--- config.mk ---
export PLATFORM = sky130hd
export DESIGN_NAME = lq_seq_retry
export DESIGN_NICKNAME = d
export VERILOG_FILES = /design/src/lq_pkg.sv /design/src/lq_seq_retry.sv
export SDC_FILE = /design/constraint.sdc
export NUM_CORES = 2
export LEC_CHECK = 0
export ABC_CLOCK_PERIOD_IN_PS = 8450
export BUFFER_PORTS_ARGS = -buffer_cell sky130_fd_sc_hd__buf_4
export CORE_MARGIN = 2
export CORE_UTILIZATION = 30
export CTS_BUF_LIST = sky130_fd_sc_hd__clkbuf_4 sky130_fd_sc_hd__clkbuf_8 sky130_fd_sc_hd__clkbuf_16
export DETAILED_ROUTE_END_ITERATION = 8
export PLACE_DENSITY = 0.41
export SETUP_SLACK_MARGIN = 0.5
export SYNTH_ARGS = -nofsm -noshare
export SYNTH_HDL_FRONTEND = slang
export SYNTH_SLANG_ARGS = --single-unit
--- constraint.sdc ---
create_clock -name clk_i -period 8.45 [get_ports clk_i]
set_clock_uncertainty 0.1 [all_clocks]
set_input_delay 1.2675 -clock clk_i [delete_from_list [all_inputs] [get_ports clk_i]]
set_output_delay 1.2675 -clock clk_i [all_outputs]
set_load 0.005 [all_outputs]
--- src/lq_pkg.sv ---
// Purpose: Shared types and constants for the link quality sequencer
// Assumes: One clock domain, Avalon-MM register access
// Notes: Sequence number is polarity in bit 7, count in bits 6..0
package lq_pkg;
  localparam int LQ_PAY_W = 16;
  localparam int LQ_POL = 7;
  localparam logic [6:0] LQ_CNT_RST = 7'h00;
  localparam logic [7:0] LQ_MAX_PEND = 8'h80;
  localparam logic [15:0] LQ_RETRY_RST = 16'h0000;
  localparam logic [4:0] LQ_A_CTRL = 5'h00;
  localparam logic [4:0] LQ_A_STAT = 5'h04;
  localparam logic [4:0] LQ_A_SEQ = 5'h08;
  localparam logic [4:0] LQ_A_RETR = 5'h0C;
  localparam logic [4:0] LQ_A_FILL = 5'h10;
  localparam int LQ_C_COLD = 0;
  localparam int LQ_C_WARM = 1;
  localparam int LQ_C_IDLE = 2;

  typedef enum logic [3:0] {
    LQ_W_NONE = 4'h0,
    LQ_W_END_DATA = 4'h1,
    LQ_W_END_BCAST = 4'h2,
    LQ_W_CREDIT = 4'h3,
    LQ_W_START_IDLE = 4'h4,
    LQ_W_FULL = 4'h5,
    LQ_W_ACK = 4'h6,
    LQ_W_NACK = 4'h7,
    LQ_W_RETRY = 4'h8
  } lq_wtype_t;

  typedef enum logic [1:0] {
    LQ_K_DATA = 2'b00,
    LQ_K_CREDIT = 2'b01,
    LQ_K_BCAST = 2'b10
  } lq_kind_t;

  typedef enum logic [1:0] {
    LQ_VALID_POS = 2'b00,
    LQ_ERR_NEG = 2'b01,
    LQ_VALID_NEG = 2'b10,
    LQ_ERR_POS = 2'b11
  } lq_rxerr_t;

  typedef struct packed {
    logic valid;
    lq_kind_t kind;
    logic [LQ_PAY_W-1:0] payload;
  } lq_frame_in_t;

  typedef struct packed {
    logic valid;
    lq_wtype_t wtype;
    logic late;
    logic [7:0] seqn;
    logic [LQ_PAY_W-1:0] payload;
  } lq_word_out_t;

  typedef struct packed {
    logic valid;
    lq_wtype_t wtype;
    logic crc_ok;
    logic [7:0] seqn;
  } lq_word_in_t;

  typedef struct packed {
    logic read;
    logic write;
    logic [4:0] address;
    logic [3:0] byteenable;
    logic [31:0] writedata;
  } lq_avs_req_t;
endpackage

--- src/lq_seq_retry.sv ---
// Purpose: Sequence numbering, sequence checking and retry buffering
// Assumes: Framing, lane and CRC logic sit on the same clock
// Notes: One retry buffer for data and credit words, one for broadcasts
//
// Notes on behaviour
// - Seven-bit transmit counter, wraps at 128.
// - Cold reset, flush clear; warm keeps transmit state.
// - Transmit polarity flips when a retry starts.
// - Frame end words take incremented count.
// - Idle and full words carry current count.
// - Seven-bit receive counter with polarity flag.
// - Cold reset, flush clear; warm keeps receive count.
// - Receive polarity comes from error state machine.
// - Good-check incoming words get sequence compare.
// - Frames accepted only at counter plus one.
// - Idle and full words must match exactly.
// - Sent frames kept, indexed by their number.
// - Acknowledge deletes entries up to its count.
// - Wrong-polarity negative acknowledge ignored; else resend.
// - Resent frames renumbered from acknowledged plus one.
// - Broadcasts resent ahead of data and credit.
// - Retry count readable; any reset clears it.
// - Cold reset, flush empty buffers; warm keeps.
// - Full buffer refuses framing input, sends full.
// - 128 outstanding frames forces full words.
// - All buffers full: full words, alternating with any unsent frames.
// - Late flag set only on resent broadcasts.
// - Error machine to valid-positive on resets.
// - Negative acknowledge carries inverted receive polarity.
//
// The implementer's own choices: the Avalon-MM slave port and the address map.
`timescale 1ns/1ps
`default_nettype none
module lq_seq_retry import lq_pkg::*; #(
  parameter int DAW = 6,
  parameter int BAW = 3
) (
  input wire logic clk_i,
  input wire logic sys_rst_i,
  input wire logic flush_i,
  input wire lq_frame_in_t frame_i,
  output logic data_ready_o,
  output logic bcast_ready_o,
  output lq_word_out_t word_o,
  input wire logic lane_ready_i,
  input wire lq_word_in_t rx_i,
  output logic rx_accept_o,
  output logic rx_reject_o,
  output logic ack_req_o,
  output logic nack_req_o,
  output logic [7:0] ack_seq_o,
  output logic [7:0] nack_seq_o,
  input wire lq_avs_req_t avs_i,
  output logic [31:0] avs_readdata_o,
  output logic avs_waitrequest_o
);
  typedef struct packed {
    logic [6:0] tx_cnt;
    logic tx_pol;
    logic [6:0] rx_cnt;
    lq_rxerr_t rxerr;
    logic [6:0] base;
    logic [6:0] ack_to;
    logic [7:0] pending;
    logic retry_pend;
    logic [DAW:0] d_head;
    logic [DAW:0] d_sp;
    logic [DAW:0] d_tail;
    logic [BAW:0] b_head;
    logic [BAW:0] b_sp;
    logic [BAW:0] b_tail;
    logic [15:0] retries;
    logic idle_req;
    logic full_turn;
    lq_word_out_t word;
    logic data_rdy;
    logic bc_rdy;
    logic rx_acc;
    logic rx_rej;
    logic ack_rq;
    logic nack_rq;
    logic [7:0] ack_seq;
    logic [7:0] nack_seq;
    logic waitreq;
    logic [31:0] rdata;
  } lq_state_t;

  function automatic logic [6:0] inc7(input logic [6:0] a);
    return a + 7'h01;
  endfunction

  function automatic logic pol_of(input lq_rxerr_t e);
    return (e == LQ_ERR_NEG) || (e == LQ_VALID_NEG);
  endfunction

  function automatic logic is_frame(input lq_wtype_t t);
    return (t == LQ_W_END_DATA) || (t == LQ_W_END_BCAST) ||
      (t == LQ_W_CREDIT);
  endfunction

  lq_state_t st;
  lq_state_t n;

  // Payload plus credit flag; sequence and sent mark kept apart
  logic [LQ_PAY_W:0] d_mem [2**DAW];
  logic [6:0] d_seqm [2**DAW];
  logic d_sent [2**DAW];
  logic [LQ_PAY_W-1:0] b_mem [2**BAW];
  logic [6:0] b_seqm [2**BAW];
  logic b_sent [2**BAW];

  logic d_we;
  logic b_we;
  logic d_tx;
  logic b_tx;
  logic d_pop;
  logic b_pop;
  logic sif_go;
  logic slot;
  logic win_ok;
  logic cold_go;
  logic warm_go;
  logic ctl_wr;
  logic rx_pol;
  logic [DAW:0] d_occ;
  logic [BAW:0] b_occ;
  logic d_full;
  logic b_full;
  logic [6:0] ack_dist;
  logic [DAW:0] nd_occ;
  logic [BAW:0] nb_occ;

  assign ctl_wr = avs_i.write && !st.waitreq &&
    avs_i.address == LQ_A_CTRL && avs_i.byteenable[0];
  assign cold_go = flush_i || (ctl_wr && avs_i.writedata[LQ_C_COLD]);
  assign warm_go = ctl_wr && avs_i.writedata[LQ_C_WARM];
  assign rx_pol = pol_of(st.rxerr);
  assign d_occ = st.d_tail - st.d_head;
  assign b_occ = st.b_tail - st.b_head;
  assign d_full = d_occ[DAW];
  assign b_full = b_occ[BAW];
  assign slot = !st.word.valid || lane_ready_i;
  // Oldest outstanding count sits at base plus one
  assign ack_dist = rx_i.seqn[6:0] - st.base;
  assign win_ok = ({1'b0, ack_dist} <= st.pending) &&
    (ack_dist >= (st.ack_to - st.base)) && !st.retry_pend;

  always_comb begin
    n = st;
    d_we = 1'b0;
    b_we = 1'b0;
    d_tx = 1'b0;
    b_tx = 1'b0;
    d_pop = 1'b0;
    b_pop = 1'b0;
    sif_go = 1'b0;
    n.rx_acc = 1'b0;
    n.rx_rej = 1'b0;
    n.ack_rq = 1'b0;
    n.nack_rq = 1'b0;
    n.waitreq = !((avs_i.read || avs_i.write) && st.waitreq);
    if (avs_i.read && st.waitreq) begin
      case (avs_i.address)
        LQ_A_STAT: n.rdata = {24'h000000, st.rxerr, st.retry_pend,
          rx_pol, st.tx_pol, d_full & b_full, d_full, b_full};
        LQ_A_SEQ: n.rdata = {1'b0, st.ack_to, 1'b0, st.base,
          rx_pol, st.rx_cnt, st.tx_pol, st.tx_cnt};
        LQ_A_RETR: n.rdata = {16'h0000, st.retries};
        LQ_A_FILL: n.rdata = {8'h00, 4'(b_occ), 12'(d_occ), st.pending};
        default: n.rdata = 32'h00000000;
      endcase
    end
    if (st.word.valid && lane_ready_i) begin
      n.word.valid = 1'b0;
    end
    if (cold_go) begin
      n.tx_cnt = LQ_CNT_RST;
      n.tx_pol = 1'b0;
      n.rx_cnt = LQ_CNT_RST;
      n.rxerr = LQ_VALID_POS;
      n.base = LQ_CNT_RST;
      n.ack_to = LQ_CNT_RST;
      n.pending = 8'h00;
      n.retry_pend = 1'b0;
      n.d_head = '0;
      n.d_sp = '0;
      n.d_tail = '0;
      n.b_head = '0;
      n.b_sp = '0;
      n.b_tail = '0;
      n.retries = LQ_RETRY_RST;
      n.idle_req = 1'b0;
      n.word.valid = 1'b0;
    end else if (warm_go) begin
      // Counters and buffers survive, only these restart
      n.rxerr = LQ_VALID_POS;
      n.retries = LQ_RETRY_RST;
    end else begin
      if (ctl_wr && avs_i.writedata[LQ_C_IDLE]) begin
        n.idle_req = 1'b1;
      end
      if (frame_i.valid && frame_i.kind != LQ_K_BCAST && st.data_rdy) begin
        d_we = 1'b1;
        n.d_tail = st.d_tail + 1'b1;
      end
      if (frame_i.valid && frame_i.kind == LQ_K_BCAST && st.bc_rdy) begin
        b_we = 1'b1;
        n.b_tail = st.b_tail + 1'b1;
      end
      if (rx_i.valid && rx_i.crc_ok) begin
        if (is_frame(rx_i.wtype)) begin
          if (rx_i.seqn == {rx_pol, inc7(st.rx_cnt)}) begin
            n.rx_cnt = inc7(st.rx_cnt);
            n.rx_acc = 1'b1;
            n.ack_rq = 1'b1;
          end else begin
            n.rx_rej = 1'b1;
            n.nack_rq = 1'b1;
          end
        end else if (rx_i.wtype == LQ_W_START_IDLE ||
            rx_i.wtype == LQ_W_FULL) begin
          if (rx_i.seqn == {rx_pol, st.rx_cnt}) begin
            n.ack_rq = rx_i.wtype == LQ_W_FULL;
          end else begin
            n.rx_rej = 1'b1;
            n.nack_rq = 1'b1;
          end
        end else if (rx_i.seqn[LQ_POL] == st.tx_pol && win_ok) begin
          if (rx_i.wtype == LQ_W_ACK) begin
            n.ack_to = rx_i.seqn[6:0];
          end else if (rx_i.wtype == LQ_W_NACK) begin
            n.ack_to = rx_i.seqn[6:0];
            n.tx_pol = !st.tx_pol;
            n.retry_pend = 1'b1;
            n.retries = st.retries + 16'h0001;
          end
        end
      end
      // A nack moves a valid state to error, an ack moves an error state on to valid
      case (st.rxerr)
        LQ_VALID_POS: if (n.nack_rq) n.rxerr = LQ_ERR_NEG;
        LQ_ERR_NEG: if (n.ack_rq) n.rxerr = LQ_VALID_NEG;
        LQ_VALID_NEG: if (n.nack_rq) n.rxerr = LQ_ERR_POS;
        LQ_ERR_POS: if (n.ack_rq) n.rxerr = LQ_VALID_POS;
        default: n.rxerr = LQ_VALID_POS;
      endcase
      // Sent numbers are consecutive, so one pop per cycle suffices
      if (st.base != st.ack_to) begin
        if (st.d_head != st.d_sp &&
            d_seqm[st.d_head[DAW-1:0]] == inc7(st.base)) begin
          d_pop = 1'b1;
          n.d_head = st.d_head + 1'b1;
        end else if (st.b_head != st.b_sp &&
            b_seqm[st.b_head[BAW-1:0]] == inc7(st.base)) begin
          b_pop = 1'b1;
          n.b_head = st.b_head + 1'b1;
        end
        n.base = (d_pop || b_pop) ? inc7(st.base) : st.ack_to;
        n.pending = (d_pop || b_pop) ? st.pending - 8'h01 : st.pending;
      end
      if (slot) begin
        n.full_turn = 1'b1;
        if (st.retry_pend) begin
          if (st.base == st.ack_to) begin
            n.word = '{1'b1, LQ_W_RETRY, 1'b0, {st.tx_pol, st.base},
              '0};
            n.tx_cnt = st.base;
            n.pending = 8'h00;
            n.d_sp = st.d_head;
            n.b_sp = st.b_head;
            n.retry_pend = 1'b0;
          end
        end else if (((d_full && b_full) || st.pending >= LQ_MAX_PEND) &&
            !(st.pending < LQ_MAX_PEND &&
              (st.d_sp != st.d_tail || st.b_sp != st.b_tail)) ||
            ((d_full || b_full) && st.full_turn)) begin
          // One full buffer alternates full words with traffic
          n.word = '{1'b1, LQ_W_FULL, 1'b0, {st.tx_pol, st.tx_cnt},
            '0};
          n.full_turn = 1'b0;
        end else if (st.pending < LQ_MAX_PEND && st.b_sp != st.b_tail) begin
          b_tx = 1'b1;
          n.word = '{1'b1, LQ_W_END_BCAST, b_sent[st.b_sp[BAW-1:0]],
            {st.tx_pol, inc7(st.tx_cnt)}, b_mem[st.b_sp[BAW-1:0]]};
          n.tx_cnt = inc7(st.tx_cnt);
          n.b_sp = st.b_sp + 1'b1;
          n.pending = n.pending + 8'h01;
        end else if (st.pending < LQ_MAX_PEND && st.d_sp != st.d_tail) begin
          d_tx = 1'b1;
          n.word = '{1'b1, d_mem[st.d_sp[DAW-1:0]][LQ_PAY_W] ?
            LQ_W_CREDIT : LQ_W_END_DATA, 1'b0,
            {st.tx_pol, inc7(st.tx_cnt)},
            d_mem[st.d_sp[DAW-1:0]][LQ_PAY_W-1:0]};
          n.tx_cnt = inc7(st.tx_cnt);
          n.d_sp = st.d_sp + 1'b1;
          n.pending = n.pending + 8'h01;
        end else if (st.idle_req) begin
          sif_go = 1'b1;
          n.word = '{1'b1, LQ_W_START_IDLE, 1'b0,
            {st.tx_pol, st.tx_cnt}, '0};
          // A request written in this very cycle must not be lost
          n.idle_req = ctl_wr && avs_i.writedata[LQ_C_IDLE];
        end
      end
    end
    n.ack_seq = {pol_of(n.rxerr), n.rx_cnt};
    n.nack_seq = {!pol_of(n.rxerr), n.rx_cnt};
    nd_occ = n.d_tail - n.d_head;
    nb_occ = n.b_tail - n.b_head;
    n.data_rdy = !nd_occ[DAW];
    n.bc_rdy = !nb_occ[BAW];
  end

  always_ff @(posedge clk_i) begin
    if (sys_rst_i) begin
      st <= '0;
      st.waitreq <= 1'b1;
      st.data_rdy <= 1'b1;
      st.bc_rdy <= 1'b1;
    end else begin
      st <= n;
    end
  end

  // No reset on storage; pointers alone define what is valid
  always_ff @(posedge clk_i) begin
    if (d_we) begin
      d_mem[st.d_tail[DAW-1:0]] <= {frame_i.kind == LQ_K_CREDIT,
        frame_i.payload};
      d_sent[st.d_tail[DAW-1:0]] <= 1'b0;
    end
    if (d_tx) begin
      d_seqm[st.d_sp[DAW-1:0]] <= inc7(st.tx_cnt);
      d_sent[st.d_sp[DAW-1:0]] <= 1'b1;
    end
    if (b_we) begin
      b_mem[st.b_tail[BAW-1:0]] <= frame_i.payload;
      b_sent[st.b_tail[BAW-1:0]] <= 1'b0;
    end
    if (b_tx) begin
      b_seqm[st.b_sp[BAW-1:0]] <= inc7(st.tx_cnt);
      b_sent[st.b_sp[BAW-1:0]] <= 1'b1;
    end
  end

  assign data_ready_o = st.data_rdy;
  assign bcast_ready_o = st.bc_rdy;
  assign word_o = st.word;
  assign rx_accept_o = st.rx_acc;
  assign rx_reject_o = st.rx_rej;
  assign ack_req_o = st.ack_rq;
  assign nack_req_o = st.nack_rq;
  assign ack_seq_o = st.ack_seq;
  assign nack_seq_o = st.nack_seq;
  assign avs_readdata_o = st.rdata;
  assign avs_waitrequest_o = st.waitreq;
endmodule
`default_nettype wire

==> flow_summary_export.csv <==
group,metric,value,unit
run_status,status,"finished, final reports clean",
detailed_routing,top_signal_layer_used,"met5",
final_layout,mostFrequentLayoutCell,"edfxtp_1",
floorplanning,die_h,512,µm
timing,worst_pin_slew,1.15,ns
setup_path,ff2ff_path_depth,14,
timing,slew_headroom,23.2,%
setup_path,reg2reg_slack,2.28,ns
cts,cts_buffers,206,
synthesis,synthesis.instances,4218,
synthesis,main_flop_type_after_synthesis,"edfxtp_1",
final_layout,drive_above_1_share,26.6,%
floorplanning,core_area,256000,µm²
synthesis,synthArstFlopShare,0,%
placed_design,routabilityCongestion,0.801,
hold_path,worst_hold_path.num_cells,2,
synthesis,ys_warn_count,0,
cts,clk_transition_reported_paths,0.06,ns
setup_path,worst-path-max-fanout,26,
timing,timing.setup.tns,0,ns
timing,final_max_slew_viol_count,0,
final_layout,nNetsFinal,4514,
timing,timing.final.ws_setup,2.28,ns
global_routing,grt_max_degree,113,
synthesis,synth.distinct_cells,84,
setup_path,cp-start-kind,"flip-flop",
synthesis,post_synth_instance_area,77300,µm²
global_routing,first_global_vias,40300,
final_layout,synthToLayoutAreaGrowth,15.0,%
cts,cts.repair.resized,0,
hold_path,hold_path_end,"word_o[4]",
synthesis,yosysSeqAreaShare,71.4,%
cts,root_buffer,"clkbuf_16",
detailed_routing,route.vias.total,39500,
floorplanning,design.portCount,165,
placed_design,dp.final_hpwl,134,mm
power_and_ir_drop,ratio_of_total_power_to_cell_area,225,nW/µm²
timing,number_of_endpoints_failing_setup_at_the_final_stage,0,
detailed_routing,ant_nets_after_route,0,
timing,post-route-period-util,73.0,%
power_and_ir_drop,ir_drop_worst_case_vdd,211,µV
cts,clock_tree.buffer_depth,3,
setup_path,regToRegEndpoint,"d_seqm[61][5]",
cts,postCtsSetupBuffers,0,
power_and_ir_drop,p_leak,0.0274,µW
detailed_routing,drc_errors,0,
timing,finalWorstPathRequiredPeriod,6.17,ns
timing,rsz_0062_raised_after_global_routing,"no",
synthesis,synth_edf_count,1720,
global_routing,grt_antenna_before_repair,9,
global_routing,grt_first_pass_wirelength,313,mm
detailed_routing,routed_via_density,4.98,
final_layout,fillers,24300,
floorplanning,die-area,262000,µm²
cts,clk_latency,0.86,ns
global_routing,globalRouteOverflowTotal,0,
detailed_routing,detail_route.iter0.violations,3293,
setup_path,critical_path_required,8.83,ns
setup_path,reg2reg_from,"st[131]",
placed_design,portBuffers,131,
timing,timing.hold.ws,0.357,ns
synthesis,synth_nets,4361,
timing,max_freq,162,MHz
final_layout,final_cell_mix,"edfxtp_1 (1720), mux4_2 (481), buf_4 (254)",
setup_path,worstSetupPathType,"reg2reg",
hold_path,hold_path_class,"reg2reg",
hold_path,worst_hold_path_startpoint,"word_o[4]",
setup_path,cp_data_arrival_time,6.55,ns
cts,cts_sinks,1897,
floorplanning,rows,186,
placed_design,placement.setup.worst_slack,2.17,ns
floorplanning,die_w,512,µm
detailed_routing,wl_per_cell,27.8,µm
detailed_routing,detail_route.wirelength.met1,101,mm
detailed_routing,postRouteWirelength,220,mm
floorplanning,initial_utilization,30.1,%
power_and_ir_drop,total_power,20000,µW
cts,postCtsHoldBufs,0,
detailed_routing,detail_route.first_pass.iterations,6,
global_routing,grt.total_usage,16.6,%
setup_path,critical_path.endpoint_type,"flip-flop",
synthesis,synth-seq-cells,1897,
cts,tritoncts,"yes",
cts,cts_max_level,4,
detailed_routing,met3_length,9.69,mm
detailed_routing,wire_length_on_met2,105,mm
timing,finalHoldViolCount,0,
synthesis,synthesis.area_per_instance,18.3,µm²
run,maxCapViolCount,0,
[critical path, stage by stage, from the launching register on]
cell and delay, ns:
dfxtp_4 0.66, inv_1 0.28, ha_1 0.38, nor2b_1 0.14, o21ai_0 0.18, a21boi_0 0.15, o21ai_0 0.39, a21oi_1 0.16
o31ai_1 0.75, o21ai_1 0.38, nor2_2 0.21, buf_4 0.34, and3_1 0.32, nand2_1 0.53, nor2_1 0.83
[layout make-up]
| class | count | area (µm²) | area share, % |
|---|---|---|---|
| timing repair buffer | 259 | 2010 | 2.26 |
| tap | 3384 | 4230 | 4.76 |
| clock buffer | 265 | 5640 | 6.35 |
| antenna | 10 | 25.0 | 0.0281 |
| inverter | 50 | 188 | 0.211 |
| multi-input combinational | 1957 | 20500 | 23.1 |
| clock inverter | 113 | 1040 | 1.17 |
| sequential | 1897 | 55200 | 62.1 |
[cells by family after synthesis]
logic type,count (synthesis),share of synthesized area (%)
fa+ha+maj,63,1.06
other cells,1,0.00485
compound gates,386,3.39
simple gates,765,4.53
flops,1897,71.4
xor+xnor,129,1.46
buf+inv,364,2.38
mux,613,15.8
[per-stage QoR]
stage / cells / instance area [µm²] / utilization, %
after floorplan: 4218 / 77300 / -
after global placement: 7547 / 82200 / 32.1
after detailed placement: 7547 / 82200 / 32.1
after CTS: 7925 / 88900 / 34.7
after global routing: 7930 / 88900 / 34.7
final: 7935 / 88900 / 34.7
[how the worst max path moves through the flow]
stage,startpoint,endpoint,slack (ns),cells after the start
after detailed placement,st[131],d_seqm[61][6],2.17,14
after global placement,st[129],data_ready_o,2.19,18
final,st[131],d_seqm[61][5],2.28,14
after global routing,st[131],d_seqm[13][6],1.91,14
after CTS,st[131],d_seqm[61][5],2.23,14
after floorplan,rx_i[0],st[100],3.76,17
[layer usage]
metal / track usage, % / vias up
li1: - / 17200
met1: 23.6 / 21200
met2: 26.9 / 890
met3: 2.48 / 265
met4: 3.59 / 4
met5: 0 / -
[synthesized netlist by cell type, drive strengths merged (22+ instances only)]
cell type / instances / area share (%)
a211oi: 24 / 0.24
a21oi: 115 / 0.75
a22oi: 33 / 0.32
and3: 22 / 0.18
buf: 163 / 1.4
clkbuf: 151 / 0.73
dfxtp: 177 / 4.6
edfxtp: 1720 / 67
ha: 59 / 0.96
inv: 47 / 0.23
mux2: 22 / 0.33
mux2i: 110 / 1.4
mux4: 481 / 14
nand2: 171 / 0.83
nand3: 94 / 0.62
nand4: 23 / 0.19
nor2: 310 / 1.5
nor2b: 28 / 0.23
nor3: 30 / 0.19
o21ai: 52 / 0.34
xnor2: 71 / 0.80
xor2: 58 / 0.66
[sequential cells by signal, summed over array words and instances (netlist names), named ones only]
name               count
b_sent                 8
rx_accept_o            1
b_mem                128
avs_waitrequest_o      1
data_ready_o           1
d_seqm               448
nack_seq_o             1
bcast_ready_o          1
ack_seq_o              2
b_seqm                56
avs_readdata_o        31
st                    90
ack_req_o              1
rx_reject_o            1
d_mem               1088
word_o                30
[report_power, final]
group / total, µW / leakage [µW] / internal, µW / switching [µW]
registers: 10300 / 0.0172 / 10200 / 29.9
logic: 854 / 0.00688 / 316 / 538
clock network: 8860 / 0.00331 / 5040 / 3820
total: 20000 / 0.0274 / 15600 / 4390
Note: power is estimated with default switching activity, not from simulation.
